===== config.mk =====
export PLATFORM = sky130hd
export DESIGN_NAME = uart_format_modem_control
export DESIGN_NICKNAME = d
export VERILOG_FILES = /design/src/rtl/uart_fmt_pkg.sv /design/src/rtl/uart_format_modem_control.sv
export SDC_FILE = /design/constraint.sdc
export NUM_CORES = 1
export LEC_CHECK = 0
export BUFFER_PORTS_ARGS = -buffer_cell sky130_fd_sc_hd__buf_4
export CORE_ASPECT_RATIO = 0.75
export CORE_UTILIZATION = 55
export DETAILED_ROUTE_END_ITERATION = 16
export GPL_TIMING_DRIVEN = 0
export HOLD_SLACK_MARGIN = 0.02
export PLACE_DENSITY = 0.75
export SLEW_MARGIN = 0
export SYNTH_ARGS = -nofsm -noshare
export SYNTH_HDL_FRONTEND = slang
export SYNTH_SLANG_ARGS = --single-unit

===== constraint.sdc =====
create_clock -name core_clk -period 1.55 [get_ports core_clk]
set_input_delay 0.31 -clock core_clk [delete_from_list [all_inputs] [get_ports core_clk]]
set_output_delay 0.31 -clock core_clk [all_outputs]
set_load 0.02 [all_outputs]

===== src/rtl/uart_fmt_pkg.sv =====
// Package of constants and types for the UART format and modem control block
package uart_fmt_pkg;
    // ==========================================
    // Register offsets
    localparam logic [2:0] OFS_LINE_FORMAT = 3'h0;
    localparam logic [2:0] OFS_MODEM_LINE = 3'h1;
    localparam logic [2:0] OFS_INT_ENABLE = 3'h2;
    localparam logic [2:0] OFS_INT_STATUS = 3'h3;
    localparam logic [2:0] OFS_INT_CLEAR = 3'h4;
    // ==========================================
    // Reset values
    localparam logic [7:0] LINE_FORMAT_RST = 8'h00;
    localparam logic [7:0] MODEM_LINE_RST = 8'h00;
    // ==========================================
    // Field positions, line format control
    localparam int LF_PAR_EN = 3;
    localparam int LF_PAR_EVEN = 4;
    localparam int LF_PAR_FORCE = 5;
    localparam int LF_STOP = 2;
    // Field positions, modem line control
    localparam int ML_DTR = 0;
    localparam int ML_RTS = 1;
    localparam int ML_USER_OUTPUT_ONE = 2;
    localparam int ML_USER_OUTPUT_TWO = 3;
    localparam int ML_LOOP = 4;
    localparam int ML_INT_TYPE = 5;
    localparam int ML_IR_EN = 6;
    localparam int ML_CLK_SEL = 7;
    // ==========================================
    // Timing counts
    localparam logic [3:0] PRESCALE_MAX = 4'hf;
    localparam logic [1:0] QUAD_MAX = 2'h3;
    localparam logic [4:0] HALF_STOP_TICKS = 5'h08;
    localparam logic [4:0] ONE_STOP_TICKS = 5'h10;
    localparam logic [4:0] TWO_STOP_TICKS = 5'h10;
    // Status bit positions
    localparam int ST_CTS = 0;
    localparam int ST_DSR = 1;
    localparam int ST_RI = 2;
    localparam int ST_DCD = 3;
    localparam int ST_TX_DONE = 4;
    localparam int ST_RX_DONE = 5;
    // ==========================================
    // Types
    typedef enum logic [1:0] {
        PAR_NONE = 2'h0,
        PAR_ODD = 2'h1,
        PAR_EVEN = 2'h3,
        PAR_FORCED = 2'h2
    } parity_mode_t;

    typedef struct packed {
        logic [3:0] data_bits;
        parity_mode_t par_mode;
        logic par_force_val;
        logic [1:0] stop_halves;
    } frame_fmt_t;

    typedef struct packed {
        logic cts_n;
        logic dsr_n;
        logic ri_n;
        logic dcd_n;
    } modem_in_t;
endpackage : uart_fmt_pkg


===== src/rtl/uart_format_modem_control.sv =====
// UART character format, prescaler, routing, interrupt pin and loop-back logic
// Overview of operation
// - Parity off, or odd, even, forced one, forced zero from three bits
// - One stop bit; set: one and a half for 5 bits, else two
// - Word length code 00..11 gives five to eight data bits
// - Clock select clear: input clock divided by sixteen feeds baud generator
// - Clock select set: further divide by four
// - Infrared off: serial path uses standard serial pins tx_pin and rx_pin
// - Infrared on: serial path goes through infrared encoder and decoder
// - Infrared on: infrared transmit output low while idle
// - Interrupt type clear: pin actively driven both high and low while output two is set
// - Interrupt type set: open-source wire-OR interrupt pin
// - Loop-back cuts transmit, receive and the four modem inputs from pins
// - Loop-back ties modem data and control signals internally
// - Loop-back keeps receive and transmit interrupts working
// - Loop-back takes modem status sources from lower four control bits
// - Loop-back still gates interrupts through the enable register
// - Loop-back off after reset, on only when its bit is written
// - Output two clear floats interrupt pin; loop-back drives carrier detect directly, not inverted
// - Output one acts only in loop-back, driving ring indicator
`timescale 1ns/10ps
`default_nettype none
module uart_format_modem_control
    import uart_fmt_pkg::*;
(
    input wire logic core_clk,
    input wire logic rstn,
    input wire logic [2:0] reg_addr,
    input wire logic [7:0] reg_wdata,
    input wire logic reg_wr,
    input wire logic reg_rd,
    output logic [7:0] reg_rdata,
    input wire logic tx_serial,
    input wire logic tx_busy,
    output logic rx_serial,
    output logic baud_tick,
    output frame_fmt_t frame_fmt,
    output logic tx_pin,
    input wire logic rx_pin,
    output logic ir_tx_pin,
    input wire logic ir_rx_pin,
    input wire modem_in_t modem_pins,
    output logic rts_n_pin,
    output logic dtr_n_pin,
    output logic interrupt_pin_o,
    output logic interrupt_pin_oe,
    input wire logic tx_done_evt,
    input wire logic rx_done_evt
);
    // ==========================================
    // Register file
    logic [7:0] line_format_control_reg;
    logic [7:0] modem_line_control_reg;
    logic [5:0] int_enable_reg;
    logic [5:0] int_status_reg;
    logic [5:0] int_status_next;
    logic [5:0] evt_now;
    logic [3:0] modem_now;
    logic [3:0] modem_prev_reg;
    logic loop_on;

    function automatic logic hit(input logic [2:0] a, input logic [2:0] ofs);
        hit = reg_wr && (a == ofs);
    endfunction : hit

    always_ff @(posedge core_clk) begin
        if (!rstn) begin
            line_format_control_reg <= LINE_FORMAT_RST;
            modem_line_control_reg <= MODEM_LINE_RST;
            int_enable_reg <= 6'h00;
        end else begin
            if (hit(reg_addr, OFS_LINE_FORMAT)) begin
                line_format_control_reg <= reg_wdata;
            end
            if (hit(reg_addr, OFS_MODEM_LINE)) begin
                modem_line_control_reg <= reg_wdata;
            end
            if (hit(reg_addr, OFS_INT_ENABLE)) begin
                int_enable_reg <= reg_wdata[5:0];
            end
        end
    end

    always_ff @(posedge core_clk) begin
        if (!rstn) begin
            reg_rdata <= 8'h00;
        end else if (reg_rd) begin
            unique case (reg_addr)
                OFS_LINE_FORMAT: reg_rdata <= line_format_control_reg;
                OFS_MODEM_LINE: reg_rdata <= modem_line_control_reg;
                OFS_INT_ENABLE: reg_rdata <= {2'h0, int_enable_reg};
                OFS_INT_STATUS: reg_rdata <= {2'h0, int_status_reg};
                default: reg_rdata <= 8'h00;
            endcase
        end else begin
            reg_rdata <= 8'h00;
        end
    end

    assign loop_on = modem_line_control_reg[ML_LOOP];

    // ==========================================
    // Frame format decode
    always_ff @(posedge core_clk) begin
        if (!rstn) begin
            frame_fmt <= '0;
        end else begin
            frame_fmt.data_bits <= 4'h5 + {2'h0, line_format_control_reg[1:0]};
            if (!line_format_control_reg[LF_PAR_EN]) begin
                frame_fmt.par_mode <= PAR_NONE;
            end else if (line_format_control_reg[LF_PAR_FORCE]) begin
                frame_fmt.par_mode <= PAR_FORCED;
            end else if (line_format_control_reg[LF_PAR_EVEN]) begin
                frame_fmt.par_mode <= PAR_EVEN;
            end else begin
                frame_fmt.par_mode <= PAR_ODD;
            end
            frame_fmt.par_force_val <= ~line_format_control_reg[LF_PAR_EVEN];
            if (!line_format_control_reg[LF_STOP]) begin
                frame_fmt.stop_halves <= 2'h2;
            end else if (line_format_control_reg[1:0] == 2'h0) begin
                frame_fmt.stop_halves <= 2'h3;
            end else begin
                frame_fmt.stop_halves <= 2'h0;
            end
        end
    end

    // ==========================================
    // Clock prescaler
    logic [3:0] pre_cnt_reg;
    logic [1:0] quad_cnt_reg;
    always_ff @(posedge core_clk) begin
        if (!rstn) begin
            pre_cnt_reg <= 4'h0;
            quad_cnt_reg <= 2'h0;
            baud_tick <= 1'b0;
        end else begin
            pre_cnt_reg <= pre_cnt_reg + 4'h1;
            baud_tick <= 1'b0;
            if (pre_cnt_reg == PRESCALE_MAX) begin
                if (!modem_line_control_reg[ML_CLK_SEL]) begin
                    baud_tick <= 1'b1;
                    quad_cnt_reg <= 2'h0;
                end else begin
                    quad_cnt_reg <= quad_cnt_reg + 2'h1;
                    baud_tick <= (quad_cnt_reg == QUAD_MAX);
                end
            end
        end
    end

    // ==========================================
    // Pin input synchronisers
    logic [4:0] sync1_reg;
    logic [4:0] sync2_reg;
    logic [4:0] sync3_reg;
    logic [4:0] pin_stable_reg;
    always_ff @(posedge core_clk) begin
        if (!rstn) begin
            sync1_reg <= 5'h1f;
            sync2_reg <= 5'h1f;
            sync3_reg <= 5'h1f;
            pin_stable_reg <= 5'h1f;
        end else begin
            sync1_reg <= {ir_rx_pin, modem_pins};
            sync2_reg <= sync1_reg;
            sync3_reg <= sync2_reg;
            for (int i = 0; i < 5; i++) begin
                if (sync2_reg[i] == sync3_reg[i]) begin
                    pin_stable_reg[i] <= sync3_reg[i];
                end
            end
        end
    end
    logic [2:0] rx_sync_reg;
    logic rx_stable_reg;
    always_ff @(posedge core_clk) begin
        if (!rstn) begin
            rx_sync_reg <= 3'h7;
            rx_stable_reg <= 1'b1;
        end else begin
            rx_sync_reg <= {rx_sync_reg[1:0], rx_pin};
            if (rx_sync_reg[1] == rx_sync_reg[2]) begin
                rx_stable_reg <= rx_sync_reg[2];
            end
        end
    end

    // ==========================================
    // Serial routing and loop-back
    always_ff @(posedge core_clk) begin
        if (!rstn) begin
            tx_pin <= 1'b1;
            ir_tx_pin <= 1'b0;
            rx_serial <= 1'b1;
        end else begin
            if (loop_on) begin
                tx_pin <= 1'b1;
                ir_tx_pin <= 1'b0;
                rx_serial <= tx_serial;
            end else if (modem_line_control_reg[ML_IR_EN]) begin
                tx_pin <= 1'b1;
                ir_tx_pin <= tx_busy & ~tx_serial;
                rx_serial <= pin_stable_reg[4];
            end else begin
                tx_pin <= tx_serial;
                ir_tx_pin <= 1'b0;
                rx_serial <= rx_stable_reg;
            end
        end
    end

    // Modem outputs idle inactive during loop-back
    always_ff @(posedge core_clk) begin
        if (!rstn) begin
            rts_n_pin <= 1'b1;
            dtr_n_pin <= 1'b1;
        end else begin
            rts_n_pin <= loop_on | ~modem_line_control_reg[ML_RTS];
            dtr_n_pin <= loop_on | ~modem_line_control_reg[ML_DTR];
        end
    end

    // Active-high modem status, from pins or looped control bits
    always_comb begin
        if (loop_on) begin
            modem_now[ST_CTS] = modem_line_control_reg[ML_RTS];
            modem_now[ST_DSR] = modem_line_control_reg[ML_DTR];
            modem_now[ST_RI] = modem_line_control_reg[ML_USER_OUTPUT_ONE];
            modem_now[ST_DCD] = modem_line_control_reg[ML_USER_OUTPUT_TWO];
        end else begin
            modem_now[ST_CTS] = ~pin_stable_reg[3];
            modem_now[ST_DSR] = ~pin_stable_reg[2];
            modem_now[ST_RI] = ~pin_stable_reg[1];
            modem_now[ST_DCD] = ~pin_stable_reg[0];
        end
    end

    // ==========================================
    // Interrupt status and pin
    assign evt_now = {rx_done_evt, tx_done_evt, modem_now ^ modem_prev_reg};

    always_comb begin
        int_status_next = int_status_reg;
        if (hit(reg_addr, OFS_INT_CLEAR)) begin
            int_status_next = int_status_next & ~reg_wdata[5:0];
        end
        int_status_next = int_status_next | evt_now;
    end

    always_ff @(posedge core_clk) begin
        if (!rstn) begin
            modem_prev_reg <= 4'h0;
            int_status_reg <= 6'h00;
        end else begin
            modem_prev_reg <= modem_now;
            int_status_reg <= int_status_next;
        end
    end

    logic irq_level;
    assign irq_level = |(int_status_reg & int_enable_reg);

    always_ff @(posedge core_clk) begin
        if (!rstn) begin
            interrupt_pin_o <= 1'b0;
            interrupt_pin_oe <= 1'b0;
        end else if (!modem_line_control_reg[ML_USER_OUTPUT_TWO]) begin
            interrupt_pin_o <= 1'b0;
            interrupt_pin_oe <= 1'b0;
        end else if (modem_line_control_reg[ML_INT_TYPE]) begin
            interrupt_pin_o <= 1'b1;
            interrupt_pin_oe <= irq_level;
        end else begin
            interrupt_pin_o <= irq_level;
            interrupt_pin_oe <= 1'b1;
        end
    end

    // ==========================================
    // Assertions
    property p_loop_reset;
        @(posedge core_clk) $rose(rstn) |-> !loop_on;
    endproperty
    a_loop_reset: assert property (p_loop_reset) else $error("loop-back on after reset");

    property p_tick_div16;
        @(posedge core_clk) disable iff (!rstn)
            (baud_tick && !modem_line_control_reg[ML_CLK_SEL])
            |-> ##16 (baud_tick == !$past(modem_line_control_reg[ML_CLK_SEL]));
    endproperty
    a_tick_div16: assert property (p_tick_div16) else $error("tick not every 16");

    property p_tick_div64;
        @(posedge core_clk) disable iff (!rstn)
            (baud_tick && modem_line_control_reg[ML_CLK_SEL]) |-> ##1 !baud_tick [*8];
    endproperty
    a_tick_div64: assert property (p_tick_div64) else $error("tick too soon");

    property p_loop_tx_idle;
        @(posedge core_clk) disable iff (!rstn) loop_on |=> tx_pin;
    endproperty
    a_loop_tx_idle: assert property (p_loop_tx_idle) else $error("tx pin not idle");

    property p_loop_rx;
        @(posedge core_clk) disable iff (!rstn)
            loop_on |=> rx_serial == $past(tx_serial);
    endproperty
    a_loop_rx: assert property (p_loop_rx) else $error("loop data lost");

    property p_ir_idle;
        @(posedge core_clk) disable iff (!rstn) !tx_busy |=> !ir_tx_pin;
    endproperty
    a_ir_idle: assert property (p_ir_idle) else $error("ir tx not low idle");

    property p_int_float;
        @(posedge core_clk) disable iff (!rstn)
            !modem_line_control_reg[ML_USER_OUTPUT_TWO] |=> !interrupt_pin_oe;
    endproperty
    a_int_float: assert property (p_int_float) else $error("int pin driven");

    property p_int_open;
        @(posedge core_clk) disable iff (!rstn)
            (modem_line_control_reg[ML_USER_OUTPUT_TWO] && modem_line_control_reg[ML_INT_TYPE])
            |=> interrupt_pin_o && (interrupt_pin_oe == $past(irq_level));
    endproperty
    a_int_open: assert property (p_int_open) else $error("open source wrong");

    property p_wlen;
        @(posedge core_clk) disable iff (!rstn)
            1'b1 |=> frame_fmt.data_bits == 4'h5 + {2'h0, $past(line_format_control_reg[1:0])};
    endproperty
    a_wlen: assert property (p_wlen) else $error("word length wrong");

    property p_no_par;
        @(posedge core_clk) disable iff (!rstn)
            !line_format_control_reg[LF_PAR_EN] |=> frame_fmt.par_mode == PAR_NONE;
    endproperty
    a_no_par: assert property (p_no_par) else $error("parity not off");

    property p_loop_ri;
        @(posedge core_clk) disable iff (!rstn)
            (loop_on && $past(loop_on) && $rose(modem_line_control_reg[ML_USER_OUTPUT_ONE]))
            |=> int_status_reg[ST_RI];
    endproperty
    a_loop_ri: assert property (p_loop_ri) else $error("ri event lost");

    property p_loop_dcd;
        @(posedge core_clk) disable iff (!rstn)
            (loop_on && $past(loop_on) && $changed(modem_line_control_reg[ML_USER_OUTPUT_TWO]))
            |=> int_status_reg[ST_DCD];
    endproperty
    a_loop_dcd: assert property (p_loop_dcd) else $error("dcd event lost");

    property p_loop_modem;
        @(posedge core_clk) disable iff (!rstn) loop_on |=> rts_n_pin && dtr_n_pin;
    endproperty
    a_loop_modem: assert property (p_loop_modem) else $error("modem out on");

    property p_std_route;
        @(posedge core_clk) disable iff (!rstn)
            (!loop_on && !modem_line_control_reg[ML_IR_EN])
            |=> (tx_pin == $past(tx_serial)) && !ir_tx_pin;
    endproperty
    a_std_route: assert property (p_std_route) else $error("std path wrong");

    property p_ir_route;
        @(posedge core_clk) disable iff (!rstn)
            (!loop_on && modem_line_control_reg[ML_IR_EN]) |=> tx_pin;
    endproperty
    a_ir_route: assert property (p_ir_route) else $error("tx pin not idle in ir");

    property p_stop_two;
        @(posedge core_clk) disable iff (!rstn)
            (line_format_control_reg[LF_STOP] && line_format_control_reg[1:0] != 2'h0)
            |=> frame_fmt.stop_halves == 2'h0;
    endproperty
    a_stop_two: assert property (p_stop_two) else $error("stop length wrong");

    property p_int_active;
        @(posedge core_clk) disable iff (!rstn)
            (modem_line_control_reg[ML_USER_OUTPUT_TWO] && !modem_line_control_reg[ML_INT_TYPE])
            |=> interrupt_pin_oe && (interrupt_pin_o == $past(irq_level));
    endproperty
    a_int_active: assert property (p_int_active) else $error("active int wrong");

    c_loop: cover property (@(posedge core_clk) disable iff (!rstn) $rose(loop_on));
    c_irq: cover property (@(posedge core_clk) disable iff (!rstn) $rose(interrupt_pin_oe));
    c_div4: cover property (@(posedge core_clk) disable iff (!rstn)
        baud_tick && modem_line_control_reg[ML_CLK_SEL]);
endmodule : uart_format_modem_control
`default_nettype wire


; Word-level counts from Yosys, hierarchy flattened
; Index checks and enable logic that the tools add are counted.
; W data, S select, Z words.
[totals]
ff_bits = 87
latch_bits = 0
mem_bits_rw = 0
mem_bits_ro = 0
inputBits = 25
wordCells = 94
memories = 0
[classes]
n_addsub = 3
multipliers = 0
div_mod_pow = 0
n_lt_le_gt_ge = 0
n_eq_ne = 12
n_shift = 0
n_mux = 13
n_bitwise = 19
n_reduce_logical = 15
[ops]
columns = op, n
row1 = $pmux W8 S4, 1
row2 = $and A6 B6 Y6, 2
row3 = $not A1 Y1, 11
row4 = $mux W2, 5
row5 = $reduce_and A2 Y1, 5
row6 = $reduce_or A3 Y1, 3
row7 = $eq A1 B1 Y1, 6
row8 = $eq A3 B2 Y1 const B, 2
row9 = $mux W6, 1
row10 = $not A6 Y6, 1
row11 = $or A6 B6 Y6, 1
row12 = $reduce_or A6 Y1, 1
row13 = $mux W1, 5
row14 = $add A3 B2 Y4 const A, 1
row15 = $add A4 B1 Y4 const B, 1
row16 = $eq A4 B4 Y1 const B, 1
row17 = $logic_and A1 B1 Y1, 4
row18 = $mux W4, 1
row19 = $xor A4 B4 Y4, 1
row20 = $eq A3 B1 Y1 const B, 1
row21 = $eq A3 B3 Y1 const B, 1
row22 = $logic_not A3 Y1, 1
row23 = $add A2 B1 Y2 const B, 1
row24 = $eq A2 B2 Y1 const B, 1
row25 = other kinds (3), 4

; Depth between registers and ports, before layout
; Gate-level depths: netlist of run 1.
[depth]
depth_word = 4
ltp_mapped = 5
ltp_nobuf = 4

; Worst setup path before layout of run 1
; OpenSTA, ideal clock, no wires.
[synth_timing]
path_kind = input to register
start = input reg_addr[0]
end = register line_format_control_reg[5]
arrival_time_ps = 1252
t_required_ps = 1431
setup_slack_ps = 179
path_stages = 5
n_path_buf = 2
path_cell_list = or4b_1 buf_2 buf_2 nand3_1 o21ai_1
[synth_via]
elab_chain_len = 2
[synth_rtl]
columns = element, line_no
row1 = start: declaration, uart_format_modem_control.sv:28  ; input wire logic [2:0] reg_addr,
row2 = $logic_not A3 Y1, uart_format_modem_control.sv:63  ; hit = reg_wr && (a == ofs);
row3 = $logic_and A1 B1 Y1, uart_format_modem_control.sv:63
row4 = end signal: assignment, uart_format_modem_control.sv:73  ; line_format_control_reg <= reg_wdata;
row5 = end: declaration, uart_format_modem_control.sv:52  ; logic [7:0] line_format_control_reg;
; No other way between the ends.
; A chain may end at the register's enable or synchronous reset.

; Worst setup path in the final report of run 1
[layout_timing]
start = register modem_line_control_reg[4]
end = register int_status_reg[0]
[layout_via]
elab_chain_len = 3
[layout_rtl]
columns = element, line_no
row1 = start: declaration, uart_format_modem_control.sv:53  ; logic [7:0] modem_line_control_reg;
row2 = start signal: assignment, uart_format_modem_control.sv:76  ; modem_line_control_reg <= reg_wdata;
row3 = $mux W4, uart_format_modem_control.sv:227  ; if (loop_on) begin
row4 = $xor A4 B4 Y4, uart_format_modem_control.sv:242  ; assign evt_now = {rx_done_evt, tx_done_evt, modem_now ^ modem_prev_reg};
row5 = $or A6 B6 Y6, uart_format_modem_control.sv:249  ; int_status_next = int_status_next | evt_now;
row6 = end signal: assignment, uart_format_modem_control.sv:258  ; int_status_reg <= int_status_next;
row7 = end: declaration, uart_format_modem_control.sv:55  ; logic [5:0] int_status_reg;
; No other way between the ends.

==> results.py, run 1 <==
metrics = {
    "status": {
        "outcome": "finished clean",
    },
    "hold_path": {
        "min_path_type": "input port to flip-flop",
        "hold_end": "sync1_reg[4]",
        "hold-path-cell-count": 2,
        "hp-start": "ir_rx_pin",
    },
    "setup_path": {
        "cp_slowest_cell": "or3_1",
        "cp_max_fo": 10,
        "crit_buf_inv": 1,
        "path_class": "flip-flop to flip-flop",
        "cp.depth": 4,
        "end_kind": "flip-flop",
        "cp.required_ns": 1.84,
        "path_cells": "clkbuf_2, nor2b_1, or3_1, a31oi_1",
        "critPathTopFamily": "simple AND/OR/NAND/NOR gates",
        "reg2regPathDepth": 4,
        "reg2reg_slack_ns": 0.17,
        "cp.arrival_ns": 1.67,
        "startpoint_type": "flip-flop",
        "r2r-start": "modem_line_control_reg[4]",
        "cpPeakStageDelay_ns": 0.37,
        "r2r-end": "int_status_reg[0]",
    },
    "die": {
        "die_x_um": 88.1,
        "floorplan.initialDensity": 0.572,
        "core_area_mm2": 0.00535,
        "dieArea_mm2": 0.00587,
        "rows": 23,
        "die_h_um": 66.6,
        "pin_count": 50,
    },
    "cts": {
        "path_clk_slew_ns": 0.09,
        "cts_made_buffers": 9,
        "cts_buffer_depth": 2,
        "cts_root_buffer": "clkbuf_8",
        "clk-insertion-delay-late_ns": 0.36,
        "cts_tree": "yes",
        "cts.sinks": 87,
        "htreeDepth": 3,
        "hold_buffers": 0,
    },
    "detailed_routing": {
        "detail-route-antenna-nets": 0,
        "wl_mm": 6.42,
        "wire_per_inst_um": 14.5,
        "drc": 0,
        "vias_per_cell": 5.25,
        "drt-initial-drc-count": 151,
        "num_vias": 2319,
        "dr.pass1.iters": 4,
    },
    "pwr": {
        "power_frac_clock": 0.405,
        "p_per_area_mw_per_mm2": 1160,
        "cellInternalPower_mw": 3.35,
        "comb_power_share": 0.061,
        "power_switching_mw": 1.01,
        "p_sw_frac": 0.231,
        "p_leak_nw": 1.48,
        "seq_power_share": 0.534,
        "max-vdd-ir-drop_uv": 698,
    },
    "logic_synthesis": {
        "netlist_instances": 302,
        "synth_top_cell_area_share": 0.569,
        "syn-cell-area_mm2": 0.00306,
        "ys.flop_type": "dfxtp_1",
        "ys_async_sr_fraction": 0,
        "synth_largest_area_cell": "dfxtp_1",
        "synth_edf_count": 0,
        "netlist_top_cells_area": "dfxtp_1 57%, mux4_2 4.4%, nand2b_1 3.9%",
        "synth_fp_nets": 331,
        "yosysUniqueCellTypes": 34,
        "yosysSeqAreaShare": 0.569,
        "ys_ff_latch": 87,
        "synth.avg_cell_area_um2": 10.1,
        "yosys_warnings": 0,
    },
    "placed_design": {
        "preCtsSetupSlack_ns": -0.0522,
        "place_inst": 426,
        "port_buffers": 49,
        "place_hpwl_mm": 4.51,
        "place.gp.congestion": 0.907,
    },
    "sta": {
        "setup_viol": 0,
        "fin_skew_ns": 0.0108,
        "fmax_mhz": 724,
        "tns_ns": 0,
        "rsz0062_at_grt": "no",
        "hold_viol_final": 0,
        "period_needed_ns": 1.38,
        "slew_viol_final": 0,
        "tightest_slew_ns": 0.581,
        "period_share": 0.892,
        "maxSlewHeadroom": 0.613,
        "finalWorstSetupSlack_ns": 0.168,
    },
    "finish": {
        "regMostFlops": "frame_fmt",
        "post-route-util": 0.701,
        "area_growth_pct": 22.5,
        "antennaDiodeCount": 0,
        "final_common_cell": "dfxtp_1",
        "layout.cells.non_filler": 442,
        "largest_reg_flops": 9,
        "layout_common_cells": "87 x dfxtp_1, 51 x buf_4, 26 x nor2_1, 19 x nand2b_1, 17 x nand2_1",
        "nets": 391,
        "drive_gt1_frac": 0.223,
    },
    "global_routing": {
        "grt_pass1_wl_mm": 10.2,
        "grt_max_degree": 17,
        "grt_pass1_vias": 2110,
        "grt_usage": 0.241,
        "overflow": 0,
        "antenna_found_initial": 0,
    },
    "job": {
        "maxCapViolCount": 0,
    },
}
[worst max-delay path by stage]
| stage | from | to | slack [ns] |
|---|---|---|---|
| finish | modem_line_control_reg[4] | int_status_reg[0] | 0.17 |
| global route | pre_cnt_reg[0] | quad_cnt_reg[0] | 0.12 |
| CTS | modem_line_control_reg[4] | int_status_reg[3] | 0.04 |
| detailed placement | rstn | pin_stable_reg[4] | -0.05 |
| global placement | rstn | int_status_reg[4] | -0.03 |
| floorplan | reg_addr[0] | line_format_control_reg[5] | 0.18 |
[logic make-up (layout without fill, tap and decap cells)]
group | Yosys count | in the layout | synth area share
AOI/OAI and AO/OA | 48 | 48 | 0.0850
buffers and inverters | 24 | 89 | 0.0339
xor gates and xnor gates | 2 | 2 | 0.00572
and+or+nand+nor | 119 | 119 | 0.206
muxes | 18 | 18 | 0.0838
adders and majority gates | 4 | 4 | 0.0164
DFF | 87 | 87 | 0.569
[layer usage]
| layer | GRT usage | up-vias | share of wire |
|---|---|---|---|
| met4 | 0.0927 | 0 | 0.017 |
| met2 | 0.369 | 82 | 0.46 |
| met1 | 0.302 | 1079 | 0.44 |
| li1 | - | 1148 | - |
| met3 | 0.102 | 10 | 0.080 |
| met5 | 0 | - | 0 |
[per-stage QoR]
step / area (um^2) / power (mW) / hold slack [ns]
6_report: 3750 / 4.36 / 0.121
5_1_grt: 3750 / 4.52 / 0.104
4_1_cts: 3750 / 4.39 / 0.110
3_5_place_dp: 3520 / 2.64 / 0.397
3_3_place_gp: 3520 / 2.64 / 0.389
2_1_floorplan: 3060 / 2.52 / 0.381
[repair_timing]
item,in CTS,in global routing
gates resized for setup,0,2
buffers inserted,0,0
endpoints found under the setup margin,0,2
[power groups by stage]
| stage | Combinational, mW | Clock [mW] | Sequential (mW) |
|---|---|---|---|
| 6_report | 0.267 | 1.76 | 2.33 |
| 5_1_grt | 0.292 | 1.90 | 2.33 |
| 4_1_cts | 0.268 | 1.79 | 2.33 |
| 3_5_place_dp | 0.265 | 0 | 2.38 |
| 3_3_place_gp | 0.260 | 0 | 2.38 |
| 2_1_floorplan | 0.136 | 0 | 2.38 |
[worst register-to-register path, delay by kind of cell (launching register included)]
kind                   cells  cell delay, ns
AO/OA/AOI/OAI              1            0.16
flip-flops                 1            0.35
buffers and inverters      1            0.22
AND/OR/NAND/NOR            2            0.58
[final cells by class]
type / count / area [um^2]
Tap cell: 75 / 93.8
Multi-Input combinational cell: 191 / 1210
Sequential cell: 87 / 1740
Clock buffer: 9 / 124
Timing Repair Buffer: 49 / 368
Fill cell: 449 / 1600
Clock inverter: 7 / 103
Inverter: 9 / 33.8
Buffer: 15 / 71.3
[cell usage after synthesis (all sizes together) (2+ instances only)]
cell / instances
a21oi: 9
a22oi: 3
a31oi: 4
a41oi: 2
and2: 3
buf: 7
clkbuf: 8
dfxtp: 87
ha: 4
inv: 9
mux2i: 11
mux4: 6
nand2: 17
nand2b: 19
nand3: 16
nand4bb: 2
nor2: 26
nor2b: 15
nor3: 8
nor3b: 2
o21ai: 30
or3: 5
No activity file was read; power rests on OpenSTA's default activity.
==> run 2, diff against run 1 <==
--- a/config.mk
+++ b/config.mk
@@ -12,6 +12,7 @@
 export GPL_TIMING_DRIVEN = 0
 export HOLD_SLACK_MARGIN = 0.02
 export PLACE_DENSITY = 0.75
+export REMOVE_ABC_BUFFERS = 1
 export SLEW_MARGIN = 0
 export SYNTH_ARGS = -nofsm -noshare
 export SYNTH_HDL_FRONTEND = slang
==> results.py, run 2 (synthesis results as in run 1) <==
metrics = {
    "status": {
        "outcome": "finished clean",
    },
    "sta": {
        "fin_skew_ns": 0.00650,
        "fmax_mhz": 717,
        "setup_viol": 0,
        "tightest_slew_ns": 0.605,
        "finalWorstSetupSlack_ns": 0.156,
        "hold_slack_ns": 0.137,
        "maxSlewHeadroom": 0.591,
        "hold_viol_final": 0,
        "rsz0062_at_grt": "no",
        "slew_viol_final": 0,
        "period_needed_ns": 1.39,
        "period_share": 0.899,
    },
    "placed_design": {
        "dpl_cell_area_mm2": 0.00347,
        "place_hpwl_mm": 3.68,
        "port_buffers": 49,
        "place.gp.congestion": 0.770,
        "preCtsSetupSlack_ns": -0.228,
    },
    "cts": {
        "htreeDepth": 3,
        "hold_buffers": 0,
        "cts_resized": 0,
        "path_clk_slew_ns": 0.08,
        "cts_made_buffers": 9,
        "cts_tree": "yes",
        "cts_root_buffer": "clkbuf_8",
        "postCtsSetupBuffers": 0,
        "cts_buffer_depth": 2,
        "clk-insertion-delay-late_ns": 0.35,
        "cts.sinks": 87,
    },
    "finish": {
        "regMostFlops": "frame_fmt",
        "multi_input_area_mm2": 0.00122,
        "regArea_mm2": 0.00174,
        "largest_reg_flops": 9,
        "drive_gt1_frac": 0.210,
        "design_area_mm2": 0.00366,
        "fillers": 467,
        "layout_common_cells": "87 x dfxtp_1, 50 x buf_4, 26 x nor2_1, 19 x nand2b_1, 17 x nand2_1",
        "nets": 377,
        "final_common_cell": "dfxtp_1",
        "area_growth_pct": 19.7,
        "antennaDiodeCount": 0,
    },
    "setup_path": {
        "startpoint_type": "input port",
        "reg2regPathDepth": 3,
        "end_kind": "flip-flop",
        "r2r-end": "int_status_reg[3]",
        "cp_max_fo": 12,
        "reg2reg_slack_ns": 0.24,
        "path_class": "input port to flip-flop",
        "r2r-start": "modem_line_control_reg[4]",
        "cp.arrival_ns": 1.61,
        "cp.required_ns": 1.77,
    },
    "global_routing": {
        "antenna_found_initial": 0,
        "grt_usage": 0.202,
        "grt_max_degree": 59,
        "grt_pass1_wl_mm": 8.57,
        "overflow": 0,
        "grt_pass1_vias": 1907,
    },
    "pwr": {
        "p_leak_nw": 1.43,
        "p_per_area_mw_per_mm2": 1120,
        "max-vdd-ir-drop_uv": 870,
    },
    "detailed_routing": {
        "detail-route-antenna-nets": 0,
        "num_vias": 2194,
        "dr.pass1.iters": 5,
        "vias_per_cell": 5.14,
        "wire_per_inst_um": 12.6,
        "wl_mm": 5.38,
        "drc": 0,
        "drt-initial-drc-count": 81,
    },
    "die": {
        "die_h_um": 66.6,
        "dieArea_mm2": 0.00587,
        "die_x_um": 88.1,
        "floorplan.initialDensity": 0.572,
        "rows": 23,
        "core_area_mm2": 0.00535,
        "pin_count": 50,
    },
    "hold_path": {
        "hold_end": "ir_tx_pin",
        "hp-start": "tx_serial",
        "min_path_type": "input port to flip-flop",
        "hold-path-cell-count": 2,
    },
    "job": {
        "maxCapViolCount": 0,
    },
}
-- run 2: cell types whose count changed in the layout (fill, tap and decap cells not counted), sizes merged --
| cell | before | now |
|---|---|---|
| bufinv | 2 | 1 |
| clkinvlp | 0 | 1 |
| clkbuf | 17 | 12 |
| inv | 13 | 9 |
| buf | 56 | 50 |
-- run 2: how the worst max path moves through the flow --
stage / slack [ns] / to / startpoint / depth (start not counted)
finish: 0.16 / modem_line_control_reg[4] / reg_addr[1] / 5
global route: 0.07 / modem_line_control_reg[2] / reg_addr[1] / 5
CTS: 0.15 / modem_line_control_reg[2] / reg_addr[1] / 5
detailed placement: -0.23 / modem_line_control_reg[2] / reg_addr[1] / 5
global placement: -1.07 / modem_line_control_reg[3] / reg_addr[1] / 4
floorplan: -0.43 / modem_line_control_reg[0] / reg_wr / 3
-- run 2: worst max-delay path, stage by stage --
cell and delay (ns):
buf_4 0.17, nor4bb_2 0.59, buf_4 0.28, mux2i_1 0.20, nor2_1 0.06
-- run 2: per-layer routing --
layer  share of wire  GRT usage  vias to the layer above
met3           0.070     0.0706                        8
met4           0.014     0.0907                        0
met1            0.45      0.233                      983
met5               0          0                        -
met2            0.46      0.337                       78
li1                -          -                     1125
-- run 2: cell type report --
class / count / area share
multi-input cells: 191 / 0.333
inverters: 9 / 0.00922
flip-flops and latches: 87 / 0.475
well taps: 75 / 0.0256
clock buffers: 12 / 0.0423
repair buffers: 50 / 0.102
clock inverters: 3 / 0.0116
-- run 2: power breakdown --
part	switching, mW	total (mW)	internal (mW)
Combinational	0.126	0.242	0.117
Sequential	0.0351	2.33	2.29
Clock	0.727	1.55	0.822
Total	0.888	4.12	3.23
-- run 2: metrics by stage --
| step | util | std cells | TNS [ns] | power (mW) |
|---|---|---|---|---|
| 6_report | 0.684 | 427 | 0 | 4.12 |
| 5_1_grt | 0.684 | 427 | 0 | 4.28 |
| 4_1_cts | 0.684 | 427 | 0 | 4.16 |
| 3_5_place_dp | 0.647 | 412 | -2.05 | 2.62 |
| 3_3_place_gp | 0.645 | 411 | -9.20 | 2.61 |
| 2_1_floorplan | - | 287 | -3.46 | 2.49 |
==> run 3, diff against run 2 <==
--- a/config.mk
+++ b/config.mk
@@ -6,12 +6,14 @@
 export NUM_CORES = 1
 export LEC_CHECK = 0
 export BUFFER_PORTS_ARGS = -buffer_cell sky130_fd_sc_hd__buf_4
+export CAP_MARGIN = 10
 export CORE_ASPECT_RATIO = 0.75
 export CORE_UTILIZATION = 55
+export CTS_CLUSTER_SIZE = 8
 export DETAILED_ROUTE_END_ITERATION = 16
 export GPL_TIMING_DRIVEN = 0
 export HOLD_SLACK_MARGIN = 0.02
-export PLACE_DENSITY = 0.75
+export PLACE_DENSITY = 0.78
 export REMOVE_ABC_BUFFERS = 1
 export SLEW_MARGIN = 0
 export SYNTH_ARGS = -nofsm -noshare
==> results.py, run 3 (synthesis results as in run 1) <==
metrics = {
    "status": {
        "outcome": "finished clean",
    },
    "detailed_routing": {
        "detail-route-antenna-nets": 0,
        "drt-initial-drc-count": 65,
        "dr.pass1.iters": 4,
        "wire_per_inst_um": 12.0,
        "num_vias": 2155,
        "vias_per_cell": 5.04,
        "wl_mm": 5.12,
        "drc": 0,
    },
    "cts": {
        "hold_buffers": 0,
        "cts_buffer_depth": 2,
        "path_clk_slew_ns": 0.08,
        "clk-insertion-delay-late_ns": 0.34,
        "cts_root_buffer": "clkbuf_8",
        "cts_resized": 0,
        "htreeDepth": 3,
        "cts.sinks": 87,
        "postCtsSetupBuffers": 0,
        "cts_tree": "yes",
        "cts_made_buffers": 9,
    },
    "setup_path": {
        "critPathTopFamily": "simple AND/OR/NAND/NOR gates",
        "r2r-end": "int_status_reg[0]",
        "cp_max_fo": 12,
        "cp.required_ns": 1.77,
        "cp_slowest_cell": "nor4bb_2",
        "cpPeakStageDelay_ns": 0.62,
        "worst_path_most_repeated_cell": "buf_4",
        "startpoint_type": "input port",
        "crit_buf_inv": 2,
        "path_cells": "buf_4, nor4bb_2, buf_4, mux2i_1, nor2_1",
        "path_class": "input port to flip-flop",
        "cp-startpoint": "reg_addr[1]",
        "reg2reg_slack_ns": 0.27,
        "reg2regPathDepth": 3,
        "cp.arrival_ns": 1.64,
        "r2r-start": "modem_line_control_reg[4]",
        "end_kind": "flip-flop",
    },
    "global_routing": {
        "grt.met2_usage": 0.321,
        "use_met3": 0.0929,
        "grt_max_degree": 59,
        "gr-usage-met1": 0.222,
        "overflow": 0,
        "antenna_found_initial": 0,
        "grt_pass1_wl_mm": 8.27,
        "grt_pass1_vias": 1863,
        "grt_usage": 0.192,
        "grt_busiest_layer": "met2",
    },
    "pwr": {
        "p_leak_nw": 1.43,
        "power_switching_mw": 0.899,
        "max-vdd-ir-drop_uv": 676,
        "p_sw_frac": 0.217,
        "p_per_area_mw_per_mm2": 1130,
        "seq_power_share": 0.561,
        "power_frac_clock": 0.380,
        "power.total_mw": 4.14,
        "cellInternalPower_mw": 3.24,
        "comb_power_share": 0.058,
    },
    "sta": {
        "fin_skew_ns": 0.00520,
        "fmax_mhz": 703,
        "setup_viol": 0,
        "hold_viol_final": 0,
        "tightest_slew_ns": 0.631,
        "slew_viol_final": 0,
        "maxSlewHeadroom": 0.574,
        "rsz0062_at_grt": "no",
        "period_needed_ns": 1.42,
        "hold_slack_ns": 0.139,
        "finalWorstSetupSlack_ns": 0.127,
        "period_share": 0.918,
    },
    "finish": {
        "nets": 377,
        "area_growth_pct": 20.1,
        "drive_gt1_frac": 0.212,
        "fillers": 434,
        "largest_reg_flops": 9,
        "layout_common_cells": "87 x dfxtp_1, 50 x buf_4, 26 x nor2_1, 19 x nand2b_1, 17 x nand2_1",
        "final_common_cell": "dfxtp_1",
        "antennaDiodeCount": 0,
        "design_area_mm2": 0.00367,
        "regMostFlops": "frame_fmt",
    },
    "hold_path": {
        "min_path_type": "input port to flip-flop",
        "hold_end": "sync1_reg[1]",
        "hp-start": "modem_pins[1]",
        "hold-path-cell-count": 2,
    },
    "placed_design": {
        "dpl_cell_area_mm2": 0.00347,
        "port_buffers": 49,
        "place_hpwl_mm": 3.42,
        "place.gp.congestion": 0.762,
        "preCtsSetupSlack_ns": -0.239,
    },
    "die": {
        "die_h_um": 66.6,
        "die_x_um": 88.1,
        "core_area_mm2": 0.00535,
        "floorplan.initialDensity": 0.572,
        "rows": 23,
        "dieArea_mm2": 0.00587,
        "pin_count": 50,
    },
    "job": {
        "maxCapViolCount": 0,
    },
}
-- run 3: routing by layer --
layer  vias to the layer above  wire length (um)  part of all wire
met4                         0                38            0.0074
li1                       1124                 -                 -
met2                        50              2370              0.46
met1                       977              2460              0.48
met5                         -                 0                 0
met3                         4               254             0.050
-- run 3: power by group through the flow --
stage / clock network (mW) / registers (mW) / logic, mW
global placement: 0 / 2.38 / 0.235
floorplan: 0 / 2.38 / 0.104
global route: 1.72 / 2.33 / 0.266
detailed placement: 0 / 2.38 / 0.241
finish: 1.58 / 2.33 / 0.241
CTS: 1.61 / 2.33 / 0.243
-- run 3: area by class of cell --
cell class	count	area [um^2]	area share
clock buffer	12	155	0.0422
clock inverter	4	53.8	0.0146
inverter	9	33.8	0.00919
multi-input combinational	191	1220	0.332
sequential	87	1740	0.474
tap	75	93.8	0.0255
timing repair buffer	50	375	0.102
-- run 3: how the worst max path moves through the flow --
stage / slack (ns) / cells after the start / endpoint
after floorplan: -0.43 / 3 / modem_line_control_reg[0]
after global placement: -1.11 / 4 / modem_line_control_reg[4]
after detailed placement: -0.24 / 5 / modem_line_control_reg[2]
after CTS: 0.13 / 5 / modem_line_control_reg[2]
after global routing: 0.06 / 5 / modem_line_control_reg[5]
final: 0.13 / 5 / modem_line_control_reg[2]
-- run 3: worst reg2reg max path, stage by stage (launching register included) --
cell     delay, ns
dfxtp_1       0.60
nor2b_1       0.14
or3_1         0.33
a31oi_1       0.15
-- run 3: stage by stage --
stage / cells / util / setup TNS, ns
after floorplan: 287 / - / -3.46
after CTS: 428 / 0.687 / 0
after global routing: 428 / 0.687 / 0
final: 428 / 0.687 / 0
after global placement: 411 / 0.645 / -9.47
after detailed placement: 412 / 0.647 / -1.92
